`src/common/tec_pkg.sv`:
```
// Purpose: constants and types for the timer event and control register block
// Assumes: byte-wide registers on a plain strobe port
// Notes: offsets are byte addresses within the timer window
`default_nettype none
package tec_pkg;
	localparam int unsigned ADDR_W = 6;
	localparam int unsigned DATA_W = 8;
	// register offsets
	localparam logic [5:0] OFS_EVENT_ROUTING = 6'h03;
	localparam logic [5:0] OFS_CHANNEL_MODE = 6'h04;
	localparam logic [5:0] OFS_IRQ_LEVEL_A = 6'h06;
	localparam logic [5:0] OFS_IRQ_LEVEL_B = 6'h07;
	localparam logic [5:0] OFS_RUN_CLEAR = 6'h08;
	localparam logic [5:0] OFS_RUN_SET = 6'h09;
	localparam logic [5:0] OFS_CLOCK_SOURCE = 6'h00;
	// event routing field layout
	localparam int unsigned EVENT_ACTION_SELECT_LSB = 5;
	localparam int unsigned EVENT_DELAY_BIT = 4;
	localparam int unsigned EVENT_SOURCE_SELECT_LSB = 0;
	// run command field layout
	localparam int unsigned STOP_BIT = 5;
	localparam int unsigned CMD_LSB = 2;
	localparam int unsigned UPDATE_LOCK_BIT = 1;
	localparam int unsigned DIR_BIT = 0;
	// writable masks
	localparam logic [7:0] RUN_MASK = 8'h23;
	localparam logic [7:0] IRQA_MASK = 8'h3F;
	localparam logic [7:0] CLOCK_SOURCE_SELECT_MASK = 8'h0F;
	// reset values
	localparam logic [7:0] RUN_RESET = 8'h20;
	localparam logic [7:0] ZERO_BYTE = 8'h00;
	// offset of a channel from the base event channel
	localparam logic [2:0] CH_B_OFS = 3'h1;
	localparam logic [2:0] CH_C_OFS = 3'h2;
	localparam logic [2:0] CH_D_OFS = 3'h3;
	localparam logic [3:0] CLOCK_SOURCE_SELECT_OFF = 4'h0;

	typedef enum logic [2:0] {
		ACT_NONE = 3'b000,
		ACT_FAULT_ONE = 3'b001,
		ACT_FAULT_TWO = 3'b010,
		ACT_EXTERNAL_DIRECTION_COUNT = 3'b011,
		ACT_QUADRATURE_DECODE_ACTION = 3'b100,
		ACT_RESTART = 3'b101,
		ACT_PWF = 3'b110,
		ACT_RSVD = 3'b111
	} tec_action_t;

	typedef enum logic [1:0] {
		CMD_NONE = 2'b00,
		CMD_UPDATE = 2'b01,
		CMD_RESTART = 2'b10,
		CMD_HARD_RESET = 2'b11
	} tec_cmd_t;

	typedef enum logic [1:0] {
		MODE_INTERNAL = 2'b00,
		MODE_OUTPUT_COMP = 2'b01,
		MODE_CAPTURE = 2'b10,
		MODE_BOTH = 2'b11
	} tec_ccmode_t;

	// restart condition source
	typedef enum logic [2:0] {
		RST_SW = 3'b000,
		RST_SW_FAULT = 3'b001,
		RST_QUADRATURE_DECODE_ACTION = 3'b010,
		RST_EVENT = 3'b011,
		RST_NONE = 3'b100
	} tec_restart_t;
endpackage
`default_nettype wire

```
`src/rtl/tec_ctrl.sv`:
```
// Purpose: event routing, channel mode, irq level and run/command registers
// Assumes: one clock, strobes synchronous, read data one cycle after strobe
// Notes: counter datapath lives outside; this block steers it
//
// Contract
// RULE_01 - event delay bit delays selected events by exactly one clock
// RULE_02 - source select 0000 none, 0001-0111 reserved, 1nnn picks base n
// RULE_03 - channels A..D default to event channels n..n+3 modulo 8
// RULE_04 - fault modes and pulse-width capture override channel sourcing
// RULE_05 - restart source follows event action; action 111 reserved
// RULE_06 - plain capture: action 000, source chosen, channel mode capture
// RULE_07 - two-bit mode per channel, D top to A bottom, four settings
// RULE_08 - modes 00 and 11 only with conditional-capture fault operation
// RULE_09 - irq level A: restart 5:4, error 3:2, overflow 1:0
// RULE_10 - irq level B: one two-bit field per channel, D top
// RULE_11 - set alias sets ones, clear alias clears ones, zeros untouched
// RULE_12 - both alias addresses read the same current contents
// RULE_13 - stop bit halts counter and events; resets to one
// RULE_14 - clearing stop resumes counting unless clock source is off
// RULE_15 - command: none, update, restart, hard reset only when off
// RULE_16 - command field is a write strobe and reads zero
// RULE_17 - update lock blocks buffer to active copies
// RULE_18 - update lock ignored while input capture enabled
// RULE_19 - direction reads 0 counting up, 1 down; hardware drives it
// RULE_20 - software writes to direction are accepted
// RULE_21 - software writes zeros to reserved bits
// RULE_22 - event action decodes eight settings, 111 reserved
// RULE_23 - clock source 0000 is off; nonzero starts counter
// RULE_24 - irq level 00 disables, 01/10/11 low/medium/high
// RULE_25 - alias writes act within one cycle and beat hardware direction
`timescale 1ns/10ps
`default_nettype none
module tec_ctrl
	import tec_pkg::*;
(
	input wire logic clk_i,
	input wire logic rst_n_i,
	input wire logic [tec_pkg::ADDR_W-1:0] addr_i,
	input wire logic [tec_pkg::DATA_W-1:0] wdata_i,
	input wire logic wr_i,
	input wire logic rd_i,
	output logic [tec_pkg::DATA_W-1:0] rdata_o,
	input wire logic [7:0] event_ch_i,
	input wire logic fault_input_a_i,
	input wire logic fault_input_b_i,
	input wire logic hw_dir_set_i,
	input wire logic hw_dir_value_i,
	input wire logic counter_off_i,
	input wire logic capture_any_i,
	output logic [3:0] cc_event_o,
	output logic restart_event_o,
	output logic [2:0] restart_src_o,
	output logic [2:0] event_action_o,
	output logic [7:0] channel_mode_o,
	output logic count_run_o,
	output logic events_enable_o,
	output logic count_dir_o,
	output logic update_allow_o,
	output logic cmd_update_o,
	output logic cmd_restart_o,
	output logic cmd_hard_reset_o,
	output logic [1:0] restart_irq_level_o,
	output logic [1:0] error_irq_level_o,
	output logic [1:0] overflow_irq_level_o,
	output logic [7:0] channel_irq_level_o
);
	import tec_pkg::*;

	typedef struct packed {
		logic [7:0] routing;
		logic [7:0] ch_mode;
		logic [7:0] irq_a;
		logic [7:0] irq_b;
		logic [7:0] run;
		logic [3:0] clk_sel;
		logic [7:0] ev_dly;
		logic [3:0] cc_ev;
		logic rst_ev;
		logic [1:0] cmd;
		logic [7:0] rdata;
	} tec_state_t;

	tec_state_t s_q;
	tec_state_t s_d;

	logic [2:0] base_ch;
	logic src_on;
	logic [7:0] ev_sel;
	logic ev_base;
	logic [3:0] cc_src;
	logic [2:0] rsrc;
	tec_action_t act;
	logic [7:0] rd_mux;
	logic [1:0] wcmd;

	// source select: only 1nnn picks a channel, reserved codes act as none
	always_comb
	begin
		act = tec_action_t'(s_q.routing[EVENT_ACTION_SELECT_LSB +: 3]);
		base_ch = s_q.routing[EVENT_SOURCE_SELECT_LSB +: 3];
		src_on = s_q.routing[EVENT_SOURCE_SELECT_LSB + 3]; // see RULE_02
		// one flop delay for cascaded carry, chosen for all channels by the one delay bit
		ev_sel = s_q.routing[EVENT_DELAY_BIT] ? s_q.ev_dly : event_ch_i; // see RULE_01
		ev_base = src_on & ev_sel[base_ch];
	end

	// per-channel sourcing by action
	always_comb
	begin
		cc_src[0] = ev_base; // see RULE_03
		cc_src[1] = src_on & ev_sel[base_ch + CH_B_OFS];
		cc_src[2] = src_on & ev_sel[base_ch + CH_C_OFS];
		cc_src[3] = src_on & ev_sel[base_ch + CH_D_OFS];
		rsrc = RST_SW;
		unique case (act) // see RULE_22
			ACT_NONE, ACT_EXTERNAL_DIRECTION_COUNT: rsrc = RST_SW; // see RULE_05
			ACT_FAULT_ONE:
			begin
				cc_src[0] = fault_input_a_i | fault_input_b_i; // see RULE_04
				cc_src[1] = fault_input_a_i | fault_input_b_i;
				rsrc = RST_SW_FAULT;
			end
			ACT_FAULT_TWO:
			begin
				cc_src[0] = fault_input_a_i; // see RULE_04
				cc_src[2] = fault_input_a_i;
				cc_src[1] = fault_input_b_i;
				cc_src[3] = fault_input_b_i;
				rsrc = RST_SW_FAULT;
			end
			ACT_QUADRATURE_DECODE_ACTION: rsrc = RST_QUADRATURE_DECODE_ACTION;
			ACT_RESTART: rsrc = RST_EVENT;
			ACT_PWF:
			begin
				cc_src[1] = ev_base; // see RULE_04
				rsrc = RST_EVENT;
			end
			ACT_RSVD:
			begin
				cc_src = 4'h0; // reserved action routes nothing
				rsrc = RST_NONE;
			end
		endcase
	end

	// read mux; both alias addresses return run contents
	always_comb
	begin
		unique case (addr_i)
			OFS_CLOCK_SOURCE: rd_mux = {4'h0, s_q.clk_sel};
			OFS_EVENT_ROUTING: rd_mux = s_q.routing;
			OFS_CHANNEL_MODE: rd_mux = s_q.ch_mode;
			OFS_IRQ_LEVEL_A: rd_mux = s_q.irq_a;
			OFS_IRQ_LEVEL_B: rd_mux = s_q.irq_b;
			OFS_RUN_CLEAR, OFS_RUN_SET: rd_mux = s_q.run; // see RULE_12
			default: rd_mux = ZERO_BYTE; // unmapped reads zero
		endcase
	end

	// next state
	always_comb
	begin
		s_d = s_q;
		s_d.ev_dly = event_ch_i;
		s_d.cc_ev = cc_src;
		s_d.rst_ev = (rsrc == RST_EVENT) & ev_base;
		s_d.cmd = CMD_NONE;
		s_d.rdata = rd_i ? rd_mux : ZERO_BYTE;
		wcmd = wdata_i[CMD_LSB +: 2];
		// hardware direction first so a same-cycle write overrides it
		if (hw_dir_set_i)
		begin
			s_d.run[DIR_BIT] = hw_dir_value_i; // see RULE_19
		end
		if (wr_i)
		begin
			unique case (addr_i)
				OFS_CLOCK_SOURCE: s_d.clk_sel = wdata_i[3:0] & CLOCK_SOURCE_SELECT_MASK[3:0];
				OFS_EVENT_ROUTING: s_d.routing = wdata_i;
				OFS_CHANNEL_MODE: s_d.ch_mode = wdata_i; // see RULE_07
				OFS_IRQ_LEVEL_A: s_d.irq_a = wdata_i & IRQA_MASK; // see RULE_09
				OFS_IRQ_LEVEL_B: s_d.irq_b = wdata_i; // see RULE_10
				OFS_RUN_SET:
				begin
					s_d.run = s_d.run | (wdata_i & RUN_MASK); // see RULE_11
					s_d.cmd = wcmd; // see RULE_16
				end
				OFS_RUN_CLEAR:
				begin
					// see RULE_20, RULE_25
					s_d.run = s_d.run & ~(wdata_i & RUN_MASK); // see RULE_11
				end
				default: s_d.cmd = CMD_NONE;
			endcase
		end
	end

	// single register bank
	always_ff @(posedge clk_i or negedge rst_n_i)
	begin
		if (!rst_n_i)
		begin
			s_q <= '0;
			s_q.run <= RUN_RESET; // see RULE_13
		end
		else
		begin
			s_q <= s_d;
		end
	end

	// outputs to the counter datapath
	assign count_run_o = ~s_q.run[STOP_BIT] & (s_q.clk_sel != CLOCK_SOURCE_SELECT_OFF); // see RULE_14, RULE_23
	assign events_enable_o = ~s_q.run[STOP_BIT]; // see RULE_13
	assign cc_event_o = s_q.run[STOP_BIT] ? 4'h0 : s_q.cc_ev;
	assign restart_event_o = s_q.rst_ev & ~s_q.run[STOP_BIT];
	assign restart_src_o = rsrc;
	assign event_action_o = s_q.routing[EVENT_ACTION_SELECT_LSB +: 3];
	assign channel_mode_o = s_q.ch_mode;
	assign count_dir_o = s_q.run[DIR_BIT];
	// capture makes the lock irrelevant
	assign update_allow_o = ~s_q.run[UPDATE_LOCK_BIT] | capture_any_i; // see RULE_17, RULE_18
	assign cmd_update_o = (s_q.cmd == CMD_UPDATE); // see RULE_15
	assign cmd_restart_o = (s_q.cmd == CMD_RESTART);
	// hard reset only honoured while counter is off
	assign cmd_hard_reset_o = (s_q.cmd == CMD_HARD_RESET) & counter_off_i; // see RULE_15
	// level 00 disables, others pass priority on; see RULE_24
	assign restart_irq_level_o = s_q.irq_a[5:4];
	assign error_irq_level_o = s_q.irq_a[3:2];
	assign overflow_irq_level_o = s_q.irq_a[1:0];
	assign channel_irq_level_o = s_q.irq_b;
	assign rdata_o = s_q.rdata;
endmodule
`default_nettype wire

```
`config.mk`:
```
export PLATFORM = sky130hd
export DESIGN_NAME = tec_ctrl
export DESIGN_NICKNAME = d
export VERILOG_FILES = /design/src/common/tec_pkg.sv /design/src/rtl/tec_ctrl.sv
export SDC_FILE = /design/constraint.sdc
export NUM_CORES = 1
export LEC_CHECK = 0
export ABC_AREA = 1
export CORE_UTILIZATION = 40
export DETAILED_ROUTE_END_ITERATION = 8
export DONT_BUFFER_PORTS = 1
export PLACE_DENSITY_LB_ADDON = 0.08
export SYNTH_ARGS = -nofsm -noshare
export SYNTH_HDL_FRONTEND = slang
export SYNTH_SLANG_ARGS = --single-unit
```
`constraint.sdc`:
```
create_clock -name clk_i -period 1.44 [get_ports clk_i]
set_input_delay 0.36 -clock clk_i [delete_from_list [all_inputs] [get_ports clk_i]]
set_output_delay 0.36 -clock clk_i [all_outputs]
set_load 0.05 [all_outputs]
```
==> impl_metrics.toml, run 1 <==
[drt]
ant_nets = 0
drt_iter0_drc = 158
drc = 0
drt_wl_total_um = 8420
wl_met2_um = 3730
wl_met1_um = 3950
route.met3.wl_um = 617
vias = 2642
routedWlPerCell_um = 15.9
drt_pass1_iterations = 4
avgViaCountPerCell = 4.99
highest_layer = "met4"

[cells_and_area]
drive_above_1_share = 0.326
fin_nets = 458
final_core_util = 0.495
areaGrowthSynthToFinish_pct = 17.5
num_antenna_cells = 0
fillers = 775

[global_route]
grt_antenna_before_repair = 0
grt_pass1_vias = 2471
grt-ovfl-total = 0
track_usage = 0.210
grt_pass1_wl_um = 13400
grt_max_degree = 61

[power]
powerDensity_nw_per_um2 = 1300
combPwrFrac = 0.289
power_report.internal_total_w = 0.00317
swShare = 0.376
p_leak_nw = 1.84
peakVddDrop_mv = 0.517
pwr-share-clk = 0.283
switchingPower_w = 0.00191
seqPwrFrac = 0.428

[timing]
finalSetupViolCount = 10
setup_slack_ns = -0.331
max_freq_ghz = 0.565
fin_worst_hold_slack_ns = -0.291
finalHoldViolCount = 60
rsz0062_at_grt = "yes"
maxSlewHeadroom = 0.632
drv_slew = 0
fin_setup_tns_ns = -2.31
period_share = 1.23
clock_skew_ns = 0.00721
tightest_slew_ns = 0.552
fin_crit_ns = 1.77

[setup_path]
crit_slowest_cell = "dfrtp_2"
crit_fanout = 4
path_delay_family = "flip-flops"
cp_cell_sequence = "inv_4 -> nor2_2 -> nand2_1 -> nand4_1 -> buf_12"
crit_type = "reg2out"
path_buf_inv = 2
critPathLaunchType = "flip-flop"
critical_path_required_ns = 1.08
endpoint_kind = "primary output"
critPathArrivalTime_ns = 1.41
crit_path_max_incr_delay_ns = 0.46

[logic_synthesis]
syn_nets = 438
synth.avg_cell_area_um2 = 8.23
ys_types = 34
synth_area_um2 = 3320
syn_inst = 404
ys_seq_area_frac = 0.452
synth_warnings = 0
ys_seq_elements = 60

[clocking]
insertion_delay_ns = 0.34
cts_tree = "yes"
clockRootBuffer = "clkbuf_8"
htree_num_levels = 3
cts_buffers = 9
clock_path_buffers = 2
path_clk_slew_ns = 0.07
cts_sinks = 60

[job]
cap_violations = 0

[floorplanning]
die-area_um2 = 8680
fp-row-count = 32
die_y_um = 93.2
ios = 80
initial_core_util = 0.421
coreArea_um2 = 7890
die_x_um = 93.2

[status]
run_status = "finished with violations"
violations = "negative hold slack, negative setup slack"

[hold_path]
hp-class = "in2async"

[placed_design]
gp_congestion = 0.848
place_hpwl_um = 6160
dpl_worst_slack_ns = -0.0260
io_buffers = 0
repair_timing:
action / in CTS / in global routing
resized for setup: 20 / 26
buffers inserted: 7 / 4
setup endpoints to repair: 12 / 25
endpoints found under the hold margin: 60 / 60
pin swaps: 5 / 5
placed cells by master, fill, tap and decap left out, drive strengths merged:
cell type	count
o21ai	46
bufinv	1
ha	2
clkbuf	9
or2	1
o211ai	2
nor3b	1
o22ai	3
nor2	29
dfstp	1
a41oi	1
buf	50
nand4	3
dfrtp	59
mux2i	1
a22oi	2
nand3	29
clkinv	2
a31oi	1
a21oi	9
xor2	1
inv	41
nand3b	1
nor3	6
xnor2	1
nand2	122
clkinvlp	3
power by group through the flow:
stage / combinational (W) / sequential [W] / clock, W
2_1_floorplan: 0.00124 / 0.00199 / 0
3_3_place_gp: 0.00130 / 0.00219 / 0
3_5_place_dp: 0.00131 / 0.00219 / 0
4_1_cts: 0.00141 / 0.00217 / 0.00148
5_1_grt: 0.00160 / 0.00220 / 0.00155
6_report: 0.00147 / 0.00218 / 0.00144
final timing paths:
path                                        start                endpoint  slack (ns)  cells past startpoint
min in group clk_i                  event_ch_i[0]                 s_q[15]        0.04                      0
max                             event_action_o[0]        restart_src_o[0]       -0.33                      5
min                                       rst_n_i                 s_q[14]       -0.29                      0
max in group asynchronous                 rst_n_i                 s_q[32]        1.53                      0
min reg2reg                channel_irq_level_o[3]  channel_irq_level_o[3]        0.48                      2
max reg2reg                               s_q[32]              rdata_o[5]        0.09                      5
through the flow:
stage	hold slack, ns	area, um^2	power [W]	std cells
2_1_floorplan	0.0644	3360	0.00323	404
3_3_place_gp	0.0661	3490	0.00349	504
3_5_place_dp	0.0663	3490	0.00350	504
4_1_cts	-0.309	3800	0.00506	525
5_1_grt	-0.320	3910	0.00535	529
6_report	-0.291	3910	0.00508	529
state kept, by name, summed over array words and instances, names as in the netlist:
register and count:
channel_mode_o 8, error_irq_level_o 2, s_q 23, rdata_o 8, channel_irq_level_o 8, event_action_o 3, restart_irq_level_o 2, overflow_irq_level_o 2
count_dir_o 1, base_ch 3
synthesized netlist by cell type, drive strengths merged:
cell type / number / share of area
a22oi: 2 / 0.0045
nand4: 3 / 0.0056
o22ai: 3 / 0.0056
dfstp: 1 / 0.0079
nand3b: 1 / 0.0023
or2: 1 / 0.0019
a31oi: 1 / 0.0019
clkbuf: 2 / 0.0023
nand2: 122 / 0.15
nor2: 29 / 0.043
xnor2: 1 / 0.0026
dfrtp: 59 / 0.44
mux2i: 1 / 0.0030
ha: 2 / 0.0075
nor3: 6 / 0.0090
o21ai: 46 / 0.10
buf: 39 / 0.091
inv: 42 / 0.047
a41oi: 1 / 0.0026
nand3: 29 / 0.045
nor3b: 1 / 0.0038
a21oi: 9 / 0.014
o211ai: 2 / 0.0045
xor2: 1 / 0.0026
worst register-to-register path, delay by kind of cell (launching register included):
kind                   cells  cell delay (ns)
AO/OA/AOI/OAI              3             0.33
AND/OR/NAND/NOR            1             0.04
buffers and inverters      1             0.16
flip-flops                 1             0.74
cells by family after synthesis:
group | after synthesis | share of synthesized area
XOR/XNOR | 2 | 0.00527
AND/OR/NAND/NOR | 192 | 0.259
adder cells (fa/ha/maj) | 2 | 0.00753
AO/OA/AOI/OAI | 64 | 0.133
buffers and inverters | 83 | 0.141
flip-flops | 60 | 0.452
multiplexers | 1 | 0.00301
cell type report:
type                    count  area, um^2  share of cell area
flip-flops and latches     60        1510               0.388
inverters                  42         164              0.0420
multi-input cells         261        1450               0.371
clock inverters             5        55.1              0.0141
repair buffers             50         473               0.121
well taps                 102         128              0.0327
clock buffers               9         124              0.0317
per-layer routing:
metal | vias to the layer above | track usage
li1 | 1308 | -
met1 | 1227 | 0.294
met2 | 94 | 0.303
met3 | 13 | 0.0748
met4 | 0 | 0.0628
met5 | - | 0
Power figures use the tool's default switching activity.
==> inputs of run 2 (changes only) <==
- SETUP_SLACK_MARGIN: unset -> 0.5
==> impl_metrics.toml, run 2 (same netlist as run 1, synthesis figures left out) <==
[drt]
ant_nets = 0
drt_pass1_iterations = 4
vias = 2832
wl_met2_um = 4730
highest_layer = "met4"
drc = 0
wl_met1_um = 4440
routedWlPerCell_um = 17.7
drt_iter0_drc = 100
drt_wl_total_um = 9820
avgViaCountPerCell = 5.10
route.met3.wl_um = 470

[floorplanning]
die-area_um2 = 8680
die_y_um = 93.2
die_x_um = 93.2
ios = 80
coreArea_um2 = 7890
initial_core_util = 0.421
fp-row-count = 32

[global_route]
grt_max_degree = 61
grt-ovfl-total = 0
grt_antenna_before_repair = 0
track_usage = 0.224
grt_pass1_wl_um = 14500
grt_pass1_vias = 2772

[clocking]
htree_num_levels = 3
clockRootBuffer = "clkbuf_8"
cts_sinks = 60
insertion_delay_ns = 0.34
cts_tree = "yes"
path_clk_slew_ns = 0.08
clock_path_buffers = 2
cts_buffers = 9

[setup_path]
critical_path_required_ns = 1.08
endpoint_kind = "primary output"
crit_slowest_cell = "dfrtp_2"
path_buf_inv = 3
path_delay_family = "flip-flops"
crit_fanout = 6
critPathArrivalTime_ns = 1.40
critPathLaunchType = "flip-flop"
crit_type = "reg2out"
cp_cell_sequence = "inv_4 -> nor3_4 -> inv_1 -> nand4_1 -> buf_12"
crit_path_max_incr_delay_ns = 0.48

[job]
cap_violations = 0

[timing]
fin_worst_hold_slack_ns = -0.283
drv_slew = 0
maxSlewHeadroom = 0.711
fin_crit_ns = 1.76
tightest_slew_ns = 0.433
finalSetupViolCount = 14
clock_skew_ns = 0.00866
rsz0062_at_grt = "yes"
setup_slack_ns = -0.316
fin_setup_tns_ns = -1.72
finalHoldViolCount = 60
max_freq_ghz = 0.569
period_share = 1.22

[placed_design]
dpl_worst_slack_ns = -0.0151
place_hpwl_um = 6230
dpl_cell_area_um2 = 3640
gp_congestion = 0.843
io_buffers = 0

[cells_and_area]
largest_reg_flops = 23
final_core_util = 0.628
mostFrequentLayoutCells = "nand2_1, nand2_2, dfrtp_1"
fin_nets = 482
num_antenna_cells = 0
areaGrowthSynthToFinish_pct = 49.1
mostFrequentLayoutCell = "nand2_1"
drive_above_1_share = 0.638
top_register = "s_q"
stdcell_area_um2 = 4950

[power]
power_report.internal_total_w = 0.00343
p_leak_nw = 2.20
swShare = 0.387
pwr-share-clk = 0.264
switchingPower_w = 0.00216
seqPwrFrac = 0.396
peakVddDrop_mv = 0.554
combPwrFrac = 0.340
powerDensity_nw_per_um2 = 1130

[status]
violations = "negative hold slack, negative setup slack"
run_status = "finished with violations"

[hold_path]
hp-class = "in2async"
[run 2: changes by cell type in the layout (fill, tap and decap cells not counted), moves of 15 or more]
cell / before / now
nand2_2: 7 / 36
nand2_4: 3 / 27
dfrtp_1: 53 / 34
nand3_1: 28 / 10
dfrtp_2: 6 / 22
nand3_2: 1 / 16
nand2_1: 112 / 55
[run 2: stage by stage]
step / cells / power (W)
final: 555 / 0.00560
after global routing: 555 / 0.00584
after CTS: 540 / 0.00535
after detailed placement: 497 / 0.00361
after global placement: 497 / 0.00359
after floorplan: 404 / 0.00337
[run 2: area by class of cell]
type	count	area [um^2]
fillers	641	2930
multi-input cells	265	2150
flip-flops and latches	60	1540
repair buffers	70	757
inverters	42	198
clock buffers	10	128
well taps	102	128
clock inverters	6	55.1
[run 2: repair_timing]
item / in CTS / in global routing
pin swaps: 31 / 52
buffers inserted: 26 / 12
endpoints found under the setup margin: 94 / 100
resized for setup: 93 / 126
gates cloned: 1 / 3
endpoints found under the hold margin: 60 / 60
[run 2: metal layers]
layer / global-route usage / up-vias
met5: 0 / -
met4: 0.0821 / 0
met3: 0.0496 / 14
met2: 0.351 / 70
met1: 0.303 / 1382
li1: - / 1366
[run 2: power groups by stage]
stage | combinational, W | clock, W | sequential (W)
final | 0.00190 | 0.00148 | 0.00221
after global routing | 0.00204 | 0.00156 | 0.00224
after floorplan | 0.00137 | 0 | 0.00200
after detailed placement | 0.00142 | 0 | 0.00219
after global placement | 0.00141 | 0 | 0.00219
after CTS | 0.00168 | 0.00149 | 0.00217
[run 2: final timing paths]
kind                       slack [ns]  depth (start not counted)                end         startpoint
max in group asynchronous        1.52                          0            s_q[32]            rst_n_i
max reg2reg                      0.10                          9            s_q[12]            s_q[63]
max                             -0.32                          5   restart_src_o[0]  event_action_o[1]
min                             -0.28                          0  channel_mode_o[5]            rst_n_i
min in group clk_i               0.05                          0            s_q[19]      event_ch_i[4]
min reg2reg                      0.50                          2            s_q[24]            s_q[24]
[run 2: worst register-to-register path, delay by kind of cell (launching register included)]
kind	cells	cell delay, ns
simple gates	8	0.61
flops	1	0.45
buf+inv	1	0.17
==> inputs of run 3 (changes only) <==
- CORE_UTILIZATION: 40 -> 25
- GPL_TIMING_DRIVEN: unset -> 0
==> impl_metrics.toml, run 3 (same netlist as run 1, synthesis figures left out) <==
[clocking]
insertion_delay_ns = 0.34
cts_sinks = 60
htree_num_levels = 3
cts_tree = "yes"
clock_path_buffers = 2
path_clk_slew_ns = 0.06
clockRootBuffer = "clkbuf_16"
cts_buffers = 9

[global_route]
grt_antenna_before_repair = 0
grt-ovfl-total = 0
track_usage = 0.166
grt_max_degree = 61
grt_pass1_wl_um = 16300
grt_pass1_vias = 2879

[drt]
drc = 0
ant_nets = 0
drt_pass1_iterations = 4
vias = 2951
drt_iter0_drc = 102
avgViaCountPerCell = 4.40
routedWlPerCell_um = 16.1
drt_wl_total_um = 10800

[timing]
fin_setup_tns_ns = -2.92
fin_worst_hold_slack_ns = -0.278
finalHoldViolCount = 60
max_freq_ghz = 0.521
maxSlewHeadroom = 0.542
clock_skew_ns = 0.00868
drv_slew = 0
fin_crit_ns = 1.92
rsz0062_at_grt = "yes"
period_share = 1.33
finalSetupViolCount = 19
setup_slack_ns = -0.480
tightest_slew_ns = 0.684

[setup_path]
crit_type = "reg2out"
critPathArrivalTime_ns = 1.56
endpoint_kind = "primary output"
critical_path_required_ns = 1.08
critPathLaunchType = "flip-flop"
crit_fanout = 4
worstRegToRegCells = 12

[cells_and_area]
num_antenna_cells = 0
drive_above_1_share = 0.559
largest_reg_flops = 23
mostFrequentLayoutCell = "nand2_1"
fin_nets = 528
areaGrowthSynthToFinish_pct = 64.6
final_core_util = 0.428
mostFrequentLayoutCells = "nand2_1, buf_6, dfrtp_1"
top_register = "s_q"
stdcell_area_um2 = 5470

[placed_design]
dpl_cell_area_um2 = 3790
io_buffers = 0
place_hpwl_um = 7250
gp_congestion = 0.809

[status]
run_status = "finished with violations"
violations = "negative hold slack, negative setup slack"

[floorplanning]
coreArea_um2 = 12800
die_x_um = 117
die-area_um2 = 13800
initial_core_util = 0.260
fp-row-count = 41
ios = 80
die_y_um = 117

[power]
peakVddDrop_mv = 0.474
p_leak_nw = 2.50
powerDensity_nw_per_um2 = 1200
p_total_w = 0.00658

[hold_path]
hp-class = "in2async"

[job]
cap_violations = 0
-- run 3: critical path, cell delays in order (launching register included) --
cell	delay (ns)
dfrtp_2	0.44
inv_4	0.10
nor2_4	0.04
nand2_1	0.09
nand4_1	0.54
-- run 3: cell type report --
cell class	instances	area, um^2
clock inverter	5	83.8
buffer	41	510
sequential	60	1510
timing repair buffer	79	840
multi-input combinational	261	1860
clock buffer	11	253
fill	1236	7300
tap	172	215
inverter	42	195
-- run 3: path summary, 6_finish.rpt --
path	from	end	slack, ns
setup / recovery	event_action_o[0]	restart_src_o[0]	-0.48
hold / removal	rst_n_i	channel_irq_level_o[7]	-0.28
setup reg to reg	event_action_o[0]	s_q[10]	-0.38
hold reg to reg	s_q[23]	s_q[23]	0.49
max in group asynchronous	rst_n_i	s_q[32]	1.48
min in group clk_i	event_ch_i[3]	s_q[18]	0.05
-- run 3: timing repair --
action                                 CTS  global route
setup buffers                           62            12
resized for setup                      127            43
cloned                                   4             1
setup endpoints to repair               92            99
endpoints found under the hold margin   60            60
pin swaps                               44            40
-- run 3: routing by layer --
layer	routed length [um]	vias up	global-route usage
met2	5020	57	0.251
met3	447	11	0.0294
met1	5150	1425	0.234
met5	0	-	0
met4	167	0	0.0658
li1	-	1458	-
-- run 3: metrics by stage --
step / worst slack [ns] / cells
floorplan: -0.0472 / 404
global placement: -0.251 / 576
detailed placement: -0.259 / 576
CTS: -0.459 / 658
global route: -0.540 / 671
finish: -0.480 / 671
-- run 3: where the power goes --
part,switching [W],internal (W)
Combinational,0.00126,0.000859
Clock,0.000827,0.00161
Sequential,0.000150,0.00186
